==> src/verilog/nibble_cpu_consts.svh <==
// constants for the nibble cpu instruction decoder
`ifndef NIBBLE_CPU_CONSTS_SVH
`define NIBBLE_CPU_CONSTS_SVH
// ==========================================================
// opcode map fields
`define COL_HI        8
`define COL_LO        4
`define ROW_HI        3
// ==========================================================
// first words of single-word instructions
`define OP_NOP        9'h000
`define OP_AM         9'h00a
`define OP_AMC        9'h00b
`define OP_TYA        9'h00c
`define OP_TBA        9'h00e
`define OP_RC         9'h006
`define OP_SC         9'h007
`define OP_INY        9'h013
`define OP_DEY        9'h017
`define OP_PACK_AB_INTO_E       9'h01a
`define OP_CMA        9'h01c
`define OP_RAR        9'h01d
`define OP_TAB        9'h01e
`define OP_TAY        9'h01f
`define OP_TDA        9'h029
`define OP_UNPACK_E_INTO_AB       9'h02a
`define OP_SZC        9'h02f
`define OP_BOOL_OP_EXEC       9'h041
`define OP_TLOA       9'h058
`define OP_URSC       9'h082
// two-word first words
`define OP_BA         9'h001
`define OP_BLA        9'h010
`define OP_SZD        9'h024
`define OP_SEA        9'h025
// ==========================================================
// columns (upper five bits)
`define COL_BL        5'h03
`define COL_BMLA      5'h05
`define COL_XAM       5'h06
`define COL_BML       5'h07
`define COL_ROM_TABLE_LOOKUP      5'h09
`define COL_ADDI      5'h0a
`define COL_LA        5'h0b
// second-word prefixes
`define W2_JUMP       2'h3
`define W2_CALL       2'h2
`define W2_SEA        5'h0b
`define W2_SZD        9'h02b
// reset values
`define RST_NIB       4'h0
`endif

==> src/verilog/nibble_cpu_pkg.sv <==
// types shared by the nibble cpu decoder files
package nibble_cpu_pkg;
  typedef enum logic [1:0] {
    ST_EXEC  = 2'b00,
    ST_TBL1  = 2'b01,
    ST_TBL2  = 2'b10,
    ST_WORD2 = 2'b11
  } exec_state_t;
  typedef enum logic [1:0] {
    LOG_XOR = 2'b00,
    LOG_OR  = 2'b01,
    LOG_AND = 2'b10,
    LOG_RSV = 2'b11
  } bool_fn_t;
endpackage

==> src/verilog/nibble_alu_if.sv <==
// carrier between the decoder and its nibble adder
`timescale 1ns/1ps
interface nibble_alu_if;
  logic [3:0] op_a;
  logic [3:0] op_b;
  logic       cin;
  logic [3:0] sum;
  logic       cout;
  modport user (output op_a, output op_b, output cin, input sum, input cout);
  modport alu  (input op_a, input op_b, input cin, output sum, output cout);
endinterface

==> src/verilog/nibble_cpu_instruction_decode.sv <==
// instruction decode and execute core of the nibble cpu
// ==========================================================
// Overview of operation
// - nine-bit word: five column bits, four row
// - columns 10-17 call page 2; 18-1F branch
// - second words: jumps 11, call 10, fixed patterns
// - B/A and Y/A moves, carry untouched
// - E packs B high, A low; reverse
// - D takes low three accumulator bits
// - load X,Y immediates; consecutive loads skipped
// - increment Y, skip on zero
// - decrement Y, skip on fifteen
// - RAM to A, then X xor j
// - swap A with RAM, X xor j; rows 8-F also step Y
// - load A immediate; consecutive loads skipped
// - table read page p, D:A, bits to B,A
// - flag copies bit 8 to carry; stack used
// - add RAM; carry variant updates carry
// - add immediate, carry kept, skip no overflow
// - set/clear carry; skip when carry zero
// - accumulator becomes its complement
// - rotate carry and accumulator right
// - A combined with E by selected function
`timescale 1ns/1ps
`include "nibble_cpu_consts.svh"
module nibble_cpu_instruction_decode
  import nibble_cpu_pkg::*;
#(
  parameter int PC_W   = 11,
  parameter int DEPTH  = 4
) (
  input  wire logic            sys_clk,
  input  wire logic            resetn,
  output logic [PC_W-1:0]      rom_addr,
  input  wire logic [8:0]      rom_data,
  output logic [5:0]           ram_addr,
  input  wire logic [3:0]      ram_rdata,
  output logic [3:0]           ram_wdata,
  output logic                 ram_we,
  output logic [3:0]           acc,
  output logic [3:0]           reg_b,
  output logic [7:0]           reg_e,
  output logic [2:0]           reg_d,
  output logic [1:0]           reg_x,
  output logic [3:0]           reg_y,
  output logic                 carry_bit,
  output logic [1:0]           bool_function_select,
  output logic                 upper_bit_fetch_flag,
  output logic [1:0]           stack_ptr,
  output logic                 skip_flag
);
  // ==========================================================
  // state
  exec_state_t          state;
  logic [PC_W-1:0]      pc;
  logic [PC_W-1:0]      stack [DEPTH];
  logic [8:0]           first_word;
  logic                 last_lxy;
  logic                 last_la;
  nibble_alu_if         alu ();

  nibble_adder u_adder (
    .bus (alu)
  );

  // ==========================================================
  // decode helpers
  function automatic logic [4:0] col_of(input logic [8:0] w);
    return w[`COL_HI:`COL_LO];
  endfunction

  // columns 10-1f (page-2 calls, in-page branches) stay single words
  function automatic logic two_word(input logic [8:0] w);
    return (w == `OP_BA) || (w == `OP_BLA) || (w == `OP_SZD) || (w == `OP_SEA) ||
           (col_of(w) == `COL_BL) || (col_of(w) == `COL_BML) ||
           (col_of(w) == `COL_BMLA && w[3:0] == 4'h0);
  endfunction

  function automatic logic [3:0] logic_fn(input logic [1:0] sel, input logic [3:0] a,
                                          input logic [3:0] e);
    unique case (bool_fn_t'(sel))
      LOG_XOR: return a ^ e;
      LOG_OR:  return a | e;
      LOG_AND: return a & e;
      LOG_RSV: return a;
    endcase
  endfunction

  logic [8:0]  iw;
  logic [4:0]  col;
  logic [5:0]  dp;
  logic [3:0]  y_inc;
  logic [3:0]  y_dec;
  logic        is_lxy;
  logic        is_la;
  logic        exec_ok;
  assign iw      = rom_data;
  assign col     = col_of(iw);
  assign dp      = {reg_x, reg_y};
  assign y_inc   = reg_y + 4'h1;
  assign y_dec   = reg_y - 4'h1;
  assign is_lxy  = (iw[8:6] == 3'b011);
  assign is_la   = (col == `COL_LA);
  // repeated immediate loads are suppressed like a skip
  assign exec_ok = (state == ST_EXEC) && !skip_flag
                   && !(is_lxy && last_lxy) && !(is_la && last_la);

  // adder operands: memory add, carry add, or immediate add
  always_comb begin
    alu.op_a = acc;
    alu.op_b = (col == `COL_ADDI) ? iw[3:0] : ram_rdata;
    alu.cin  = (iw == `OP_AMC) ? carry_bit : 1'b0;
  end

  // ==========================================================
  // sequencing: pc, state, stack for the table read
  always_ff @(posedge sys_clk or negedge resetn) begin
    if (!resetn) begin
      state      <= ST_EXEC;
      pc         <= '0;
      first_word <= 9'h000;
      stack_ptr  <= 2'h0;
      for (int i = 0; i < DEPTH; i++) begin
        stack[i] <= '0;
      end
    end else begin
      unique case (state)
        ST_EXEC: begin
          pc <= pc + PC_W'(1);
          if (exec_ok && col == `COL_ROM_TABLE_LOOKUP) begin
            // return address occupies one level during the read
            stack[stack_ptr] <= pc + PC_W'(1);
            stack_ptr        <= stack_ptr + 2'h1;
            pc               <= {iw[3:0], reg_d, acc};
            state            <= ST_TBL1;
          end else if (exec_ok && two_word(iw)) begin
            first_word <= iw;
            state      <= ST_WORD2;
          end
        end
        ST_TBL1: state <= ST_TBL2;
        ST_TBL2: begin
          pc        <= stack[stack_ptr - 2'h1];
          stack_ptr <= stack_ptr - 2'h1;
          state     <= ST_EXEC;
        end
        ST_WORD2: begin
          // branch second words carry the target; control flow is out of scope
          pc    <= pc + PC_W'(1);
          state <= ST_EXEC;
        end
      endcase
    end
  end

  assign rom_addr = pc;

  // ==========================================================
  // skip generation
  logic next_skip;
  always_comb begin
    next_skip = 1'b0;
    if (state == ST_WORD2) begin
      // immediate compare lives in the second word
      if (first_word == `OP_SEA && iw[8:4] == `W2_SEA) begin
        next_skip = (acc == iw[3:0]);
      end
    end else if (state == ST_EXEC && exec_ok) begin
      if (iw == `OP_INY) next_skip = (y_inc == 4'h0);
      if (iw == `OP_DEY) next_skip = (y_dec == 4'hf);
      if (col == `COL_XAM && iw[3:2] == 2'b10) next_skip = (y_inc == 4'h0);
      if (col == `COL_XAM && iw[3:2] == 2'b11) next_skip = (y_dec == 4'hf);
      if (col == `COL_ADDI) next_skip = !alu.cout;
      if (iw == `OP_SZC) next_skip = !carry_bit;
    end
  end

  always_ff @(posedge sys_clk or negedge resetn) begin
    if (!resetn) begin
      skip_flag <= 1'b0;
    end else if (state == ST_EXEC || state == ST_WORD2) begin
      skip_flag <= next_skip;
    end
  end

  // run tracking for the consecutive-load suppression
  always_ff @(posedge sys_clk or negedge resetn) begin
    if (!resetn) begin
      last_lxy <= 1'b0;
      last_la  <= 1'b0;
    end else if (state == ST_EXEC) begin
      last_lxy <= is_lxy;
      last_la  <= is_la;
    end else begin
      last_lxy <= 1'b0;
      last_la  <= 1'b0;
    end
  end

  // ==========================================================
  // accumulator and B
  always_ff @(posedge sys_clk or negedge resetn) begin
    if (!resetn) begin
      acc   <= `RST_NIB;
      reg_b <= `RST_NIB;
    end else if (state == ST_TBL2) begin
      reg_b <= rom_data[7:4];
      acc   <= rom_data[3:0];
    end else if (exec_ok) begin
      if (iw == `OP_TAB) acc <= reg_b;
      if (iw == `OP_TBA) reg_b <= acc;
      if (iw == `OP_TAY) acc <= reg_y;
      if (iw == `OP_UNPACK_E_INTO_AB) begin
        reg_b <= reg_e[7:4];
        acc   <= reg_e[3:0];
      end
      if (col == `COL_XAM) acc <= ram_rdata;
      if (is_la) acc <= iw[3:0];
      if (iw == `OP_AM || iw == `OP_AMC || col == `COL_ADDI) begin
        acc <= alu.sum;
      end
      if (iw == `OP_CMA) acc <= ~acc;
      if (iw == `OP_RAR) acc <= {carry_bit, acc[3:1]};
      if (iw == `OP_BOOL_OP_EXEC) acc <= logic_fn(bool_function_select, acc, reg_e[3:0]);
    end
  end

  // ==========================================================
  // carry
  always_ff @(posedge sys_clk or negedge resetn) begin
    if (!resetn) begin
      carry_bit <= 1'b0;
    end else if (state == ST_TBL2) begin
      if (upper_bit_fetch_flag) carry_bit <= rom_data[8];
    end else if (exec_ok) begin
      if (iw == `OP_AMC) carry_bit <= alu.cout;
      if (iw == `OP_SC) carry_bit <= 1'b1;
      if (iw == `OP_RC) carry_bit <= 1'b0;
      if (iw == `OP_RAR) carry_bit <= acc[0];
    end
  end

  // ==========================================================
  // E, D, logic select, fetch flag
  always_ff @(posedge sys_clk or negedge resetn) begin
    if (!resetn) begin
      reg_e                <= 8'h00;
      reg_d                <= 3'h0;
      bool_function_select <= 2'h0;
      upper_bit_fetch_flag <= 1'b0;
    end else if (exec_ok) begin
      if (iw == `OP_PACK_AB_INTO_E) reg_e <= {reg_b, acc};
      if (iw == `OP_TDA) reg_d <= acc[2:0];
      if (iw == `OP_TLOA) bool_function_select <= acc[1:0];
      if (iw == `OP_URSC) upper_bit_fetch_flag <= 1'b1;
    end
  end

  // ==========================================================
  // data pointer
  always_ff @(posedge sys_clk or negedge resetn) begin
    if (!resetn) begin
      reg_x <= 2'h0;
      reg_y <= `RST_NIB;
    end else if (exec_ok) begin
      if (is_lxy) begin
        reg_x <= iw[5:4];
        reg_y <= iw[3:0];
      end
      if (iw == `OP_TYA) reg_y <= acc;
      if (iw == `OP_INY) reg_y <= y_inc;
      if (iw == `OP_DEY) reg_y <= y_dec;
      if (col == `COL_XAM) begin
        reg_x <= reg_x ^ iw[1:0];
        if (iw[3:2] == 2'b10) reg_y <= y_inc;
        if (iw[3:2] == 2'b11) reg_y <= y_dec;
      end
    end
  end

  // ==========================================================
  // ram port: address follows the pointer, writes for the swaps
  assign ram_addr = dp;
  always_comb begin
    ram_wdata = acc;
    ram_we    = exec_ok && col == `COL_XAM && iw[3:2] != 2'b01;
  end
endmodule

==> src/verilog/nibble_adder.sv <==
// four-bit adder with carry in and carry out
`timescale 1ns/1ps
module nibble_adder (
  nibble_alu_if.alu bus
);
  logic [4:0] full;
  assign full     = {1'b0, bus.op_a} + {1'b0, bus.op_b} + {4'h0, bus.cin};
  assign bus.sum  = full[3:0];
  assign bus.cout = full[4];
endmodule

==> config.mk <==
export PLATFORM = sky130hd
export DESIGN_NAME = nibble_cpu_instruction_decode
export DESIGN_NICKNAME = d
export VERILOG_FILES = /design/src/verilog/nibble_cpu_pkg.sv /design/src/verilog/nibble_alu_if.sv /design/src/verilog/nibble_cpu_instruction_decode.sv /design/src/verilog/nibble_adder.sv
export VERILOG_INCLUDE_DIRS = /design/src /design/src/verilog
export SDC_FILE = /design/constraint.sdc
export NUM_CORES = 1
export LEC_CHECK = 0
export CORE_MARGIN = 3
export CORE_UTILIZATION = 55
export CTS_CLUSTER_DIAMETER = 150
export DETAILED_ROUTE_END_ITERATION = 6
export DONT_BUFFER_PORTS = 1
export PLACE_DENSITY_LB_ADDON = 0.05
export SETUP_SLACK_MARGIN = 0.02
export SYNTH_ARGS = -nofsm -noshare
export SYNTH_HDL_FRONTEND = slang
export SYNTH_HIERARCHICAL = 1
export SYNTH_SLANG_ARGS = --single-unit
==> constraint.sdc <==
create_clock -name sys_clk -period 2.71 [get_ports sys_clk]
set_input_delay 0 -clock sys_clk [delete_from_list [all_inputs] [get_ports sys_clk]]
set_output_delay 0 -clock sys_clk [all_outputs]
set_load 0.02 [all_outputs]
==> results.yml <==
sta:
  fin_skew_ps: 5.04
  worst-slew-pin-transition_ps: 736
  rsz0062_at_grt: "no"
  finalSetupTns_ps: 0
  drv_slew: 0
  clock.fmax_mhz: 398
  hold_violations: 0
  final.min_clock_period_ps: 2520
  fin_crit_sh_pct: 92.8
  setup_violations: 0
  slew_headroom_pct: 51.0
clock_network:
  tritoncts: "done"
  cts_sinks: 100
  cts_buffers: 9
  cts_root_buffer: "clkbuf_16"
  insertion_delay_ps: 360
  path_clk_slew_ps: 80
  htreeDepth: 3
  cts_max_path_buffers: 2
  postCtsSetupRepairBufs: 0
power_and_ir_drop:
  powerDensity_nw_per_um2: 996
  leakagePower_nw: 3.11
  peakVddDrop_uv: 486
placed_design:
  port_buffers: 0
  gp_congestion: 0.931
  hpwl_microns: 13600
setup_path:
  cp.required_ps: 2950
  startpoint_type: "flip-flop"
  slowest_stage: "dlygate4sd3_1"
  end_kind: "flip-flop"
  worstPathArrival_ps: 2750
  path_class: "reg2reg"
  cpPeakStageDelay_ps: 610
  path_cells: "inv_1, ha_1, buf_4, inv_1, buf_4, a211oi_1, dlygate4sd3_1, a21oi_1"
  cp_max_fo: 35
cells_and_area:
  drive_gt1_share_pct: 12.9
  n_fill_cell: 1008
  n_antenna_cell: 0
  fin_nets: 775
  post-route-util_pct: 62.4
  syn2layout_area_growth_pct: 9.63
logic_synthesis:
  syn_nets: 775
  syn_area_sq_um: 6550
  synthMuxAreaShare_pct: 9.53
  synthFlopType: "dfrtp_1"
  synth_cells: 730
  synth_compound_area_share_pct: 19.4
  ys_ff_latch: 100
  yosysSeqAreaShare_pct: 38.2
  synth_edf_count: 0
  synth.area.top_cells: "dfrtp_1 38%, nand2_1 5.9%, o21ai_0 5.6%"
  avgSynthCellArea_sq_um: 8.97
  yosysTopAreaCellShare_pct: 38.2
  ys_warn_count: 6
  ys_types: 74
  synth_xor_area_share_pct: 2.27
  synthAdderAreaFrac_pct: 5.96
  async_reset_ff_share_pct: 100
  synth_top_family_by_area: "compound AO/OA/AOI/OAI gates"
  yosys.area_share.simple_pct: 18.0
  yosys.area.top_type: "dfrtp_1"
floorplanning:
  coreArea_sq_um: 11500
  die_h_microns: 115
  dieArea_sq_um: 13300
  ioPinCount: 69
  rows: 39
  initial_core_util_pct: 56.9
  die_x_microns: 115
detailed_routing:
  drtPass1Iterations: 5
  detail-route-antenna-nets: 0
  drt_iter0_markers: 578
  route.detailed.drc: 0
  routedWlPerCell_microns: 22.4
  viasPerCell: 6.41
  totalWireLength_microns: 19600
  vias: 5625
global_routing:
  grt_pass1_vias: 5434
  grt_first_pass_wirelength_microns: 30600
  grt_overflow: 0
  grt_max_degree: 101
  antenna_found_initial: 0
  track_usage_pct: 30.3
status:
  status: "completed"
run:
  drv_cap: 0
hold_path:
  hp-class: "in2reg"
worst max-delay path: cells and delay by family (launching register included):
family | cells | cell delay (ps)
flops | 1 | 440
buf+inv | 5 | 1430
fa+ha+maj | 1 | 250
compound gates | 2 | 270
layout by cell type (no fill, tap or decap), drive strengths merged, types with 14 or more instances in the layout:
cell,count
nor2,38
buf,36
inv,40
mux2,25
a21oi,33
dfrtp,100
ha,28
nor3,14
nand2,103
o21ai,76
mux2i,23
cell type report:
cell class / instances / area (sq um) / area share (%)
multi-input cells: 532 / 3630 / 50.5
flip-flops and latches: 100 / 2500 / 34.8
repair buffers: 50 / 433 / 6.03
clock buffers: 9 / 225 / 3.14
well taps: 143 / 179 / 2.49
inverters: 37 / 139 / 1.93
clock inverters: 7 / 77.6 / 1.08
path summary, 6_finish.rpt:
kind                        startpoint                      end  slack, ps  cells after the start
setup / recovery              state[0]                carry_bit        190                      8
hold / removal             rom_data[1]     upper_bit_fetch_flag         20                      2
setup reg to reg              state[0]                carry_bit        190                      8
hold reg to reg               stack[7]                 stack[7]        480                      2
max in group asynchronous       resetn  bool_function_select[0]       2090                      2
min in group asynchronous       resetn                stack[41]        240                      2
registers in the layout, indices dropped and copies added (netlist names), 3 cells and up:
name        count
reg_b           4
reg_d           3
stack          44
reg_y           4
rom_addr       11
first_word      9
reg_e           8
acc             4
synth_stat cells, drive strengths merged, types with 3 or more instances:
| cell type | n |
|---|---|
| a211oi | 4 |
| a21o | 5 |
| a21oi | 33 |
| a221oi | 6 |
| a22oi | 9 |
| a2bb2oi | 4 |
| a31oi | 10 |
| and2 | 3 |
| and3 | 3 |
| buf | 22 |
| clkbuf | 39 |
| dfrtp | 100 |
| ha | 28 |
| inv | 36 |
| mux2 | 25 |
| mux2i | 23 |
| mux4 | 5 |
| nand2 | 103 |
| nand2b | 7 |
| nand3 | 10 |
| nand4 | 9 |
| nand4b | 3 |
| nor2 | 38 |
| nor2b | 8 |
| nor3 | 14 |
| nor3b | 5 |
| nor4 | 8 |
| nor4b | 5 |
| o211ai | 7 |
| o21a | 4 |
| o21ai | 76 |
| o221ai | 7 |
| o22ai | 6 |
| o31ai | 3 |
| o32a | 3 |
| or3 | 5 |
| or4 | 4 |
| xnor2 | 9 |
| xor2 | 8 |
through the flow:
step | power, mW | setup slack [ps] | area [sq um] | instances | hold WS [ps]
after floorplan | 4.92 | 26.8 | 6550 | 730 | -296
after global placement | 5.68 | 287 | 6700 | 847 | -293
after detailed placement | 5.77 | 204 | 6700 | 847 | -293
after CTS | 7.15 | 157 | 7170 | 878 | 2.37
after global routing | 7.64 | 42.8 | 7180 | 878 | 40.0
final | 7.15 | 195 | 7180 | 878 | 15.8
cells by family after synthesis:
family	count (synthesis)
AO/OA/AOI/OAI	198
multiplexers	53
XOR/XNOR	17
adder cells (fa/ha/maj)	30
flip-flops	100
AND/OR/NAND/NOR	234
buffers and inverters	98
repair_timing:
| action | 4_1_cts | 5_1_grt |
|---|---|---|
| hold endpoints to repair | 126 | 0 |
| hold buffers | 15 | 0 |
| endpoints found under the setup margin | 0 | 3 |
| resized for setup | 0 | 2 |
report_power, final:
part / total (mW) / switching (mW) / internal, mW
clock: 1.30 / 0.645 / 0.655
sequential: 2.65 / 0.688 / 1.96
combinational: 3.20 / 1.88 / 1.32
total: 7.15 / 3.22 / 3.94
routing by layer:
layer / vias up / GRT usage, % / part of all wire, %
met5: - / 0 / 0
met2: 222 / 45.2 / 45
met1: 2749 / 43.4 / 45
met3: 40 / 8.26 / 7.5
li1: 2614 / - / -
met4: 0 / 8.69 / 2.5
Power figures use the tool's default switching activity.
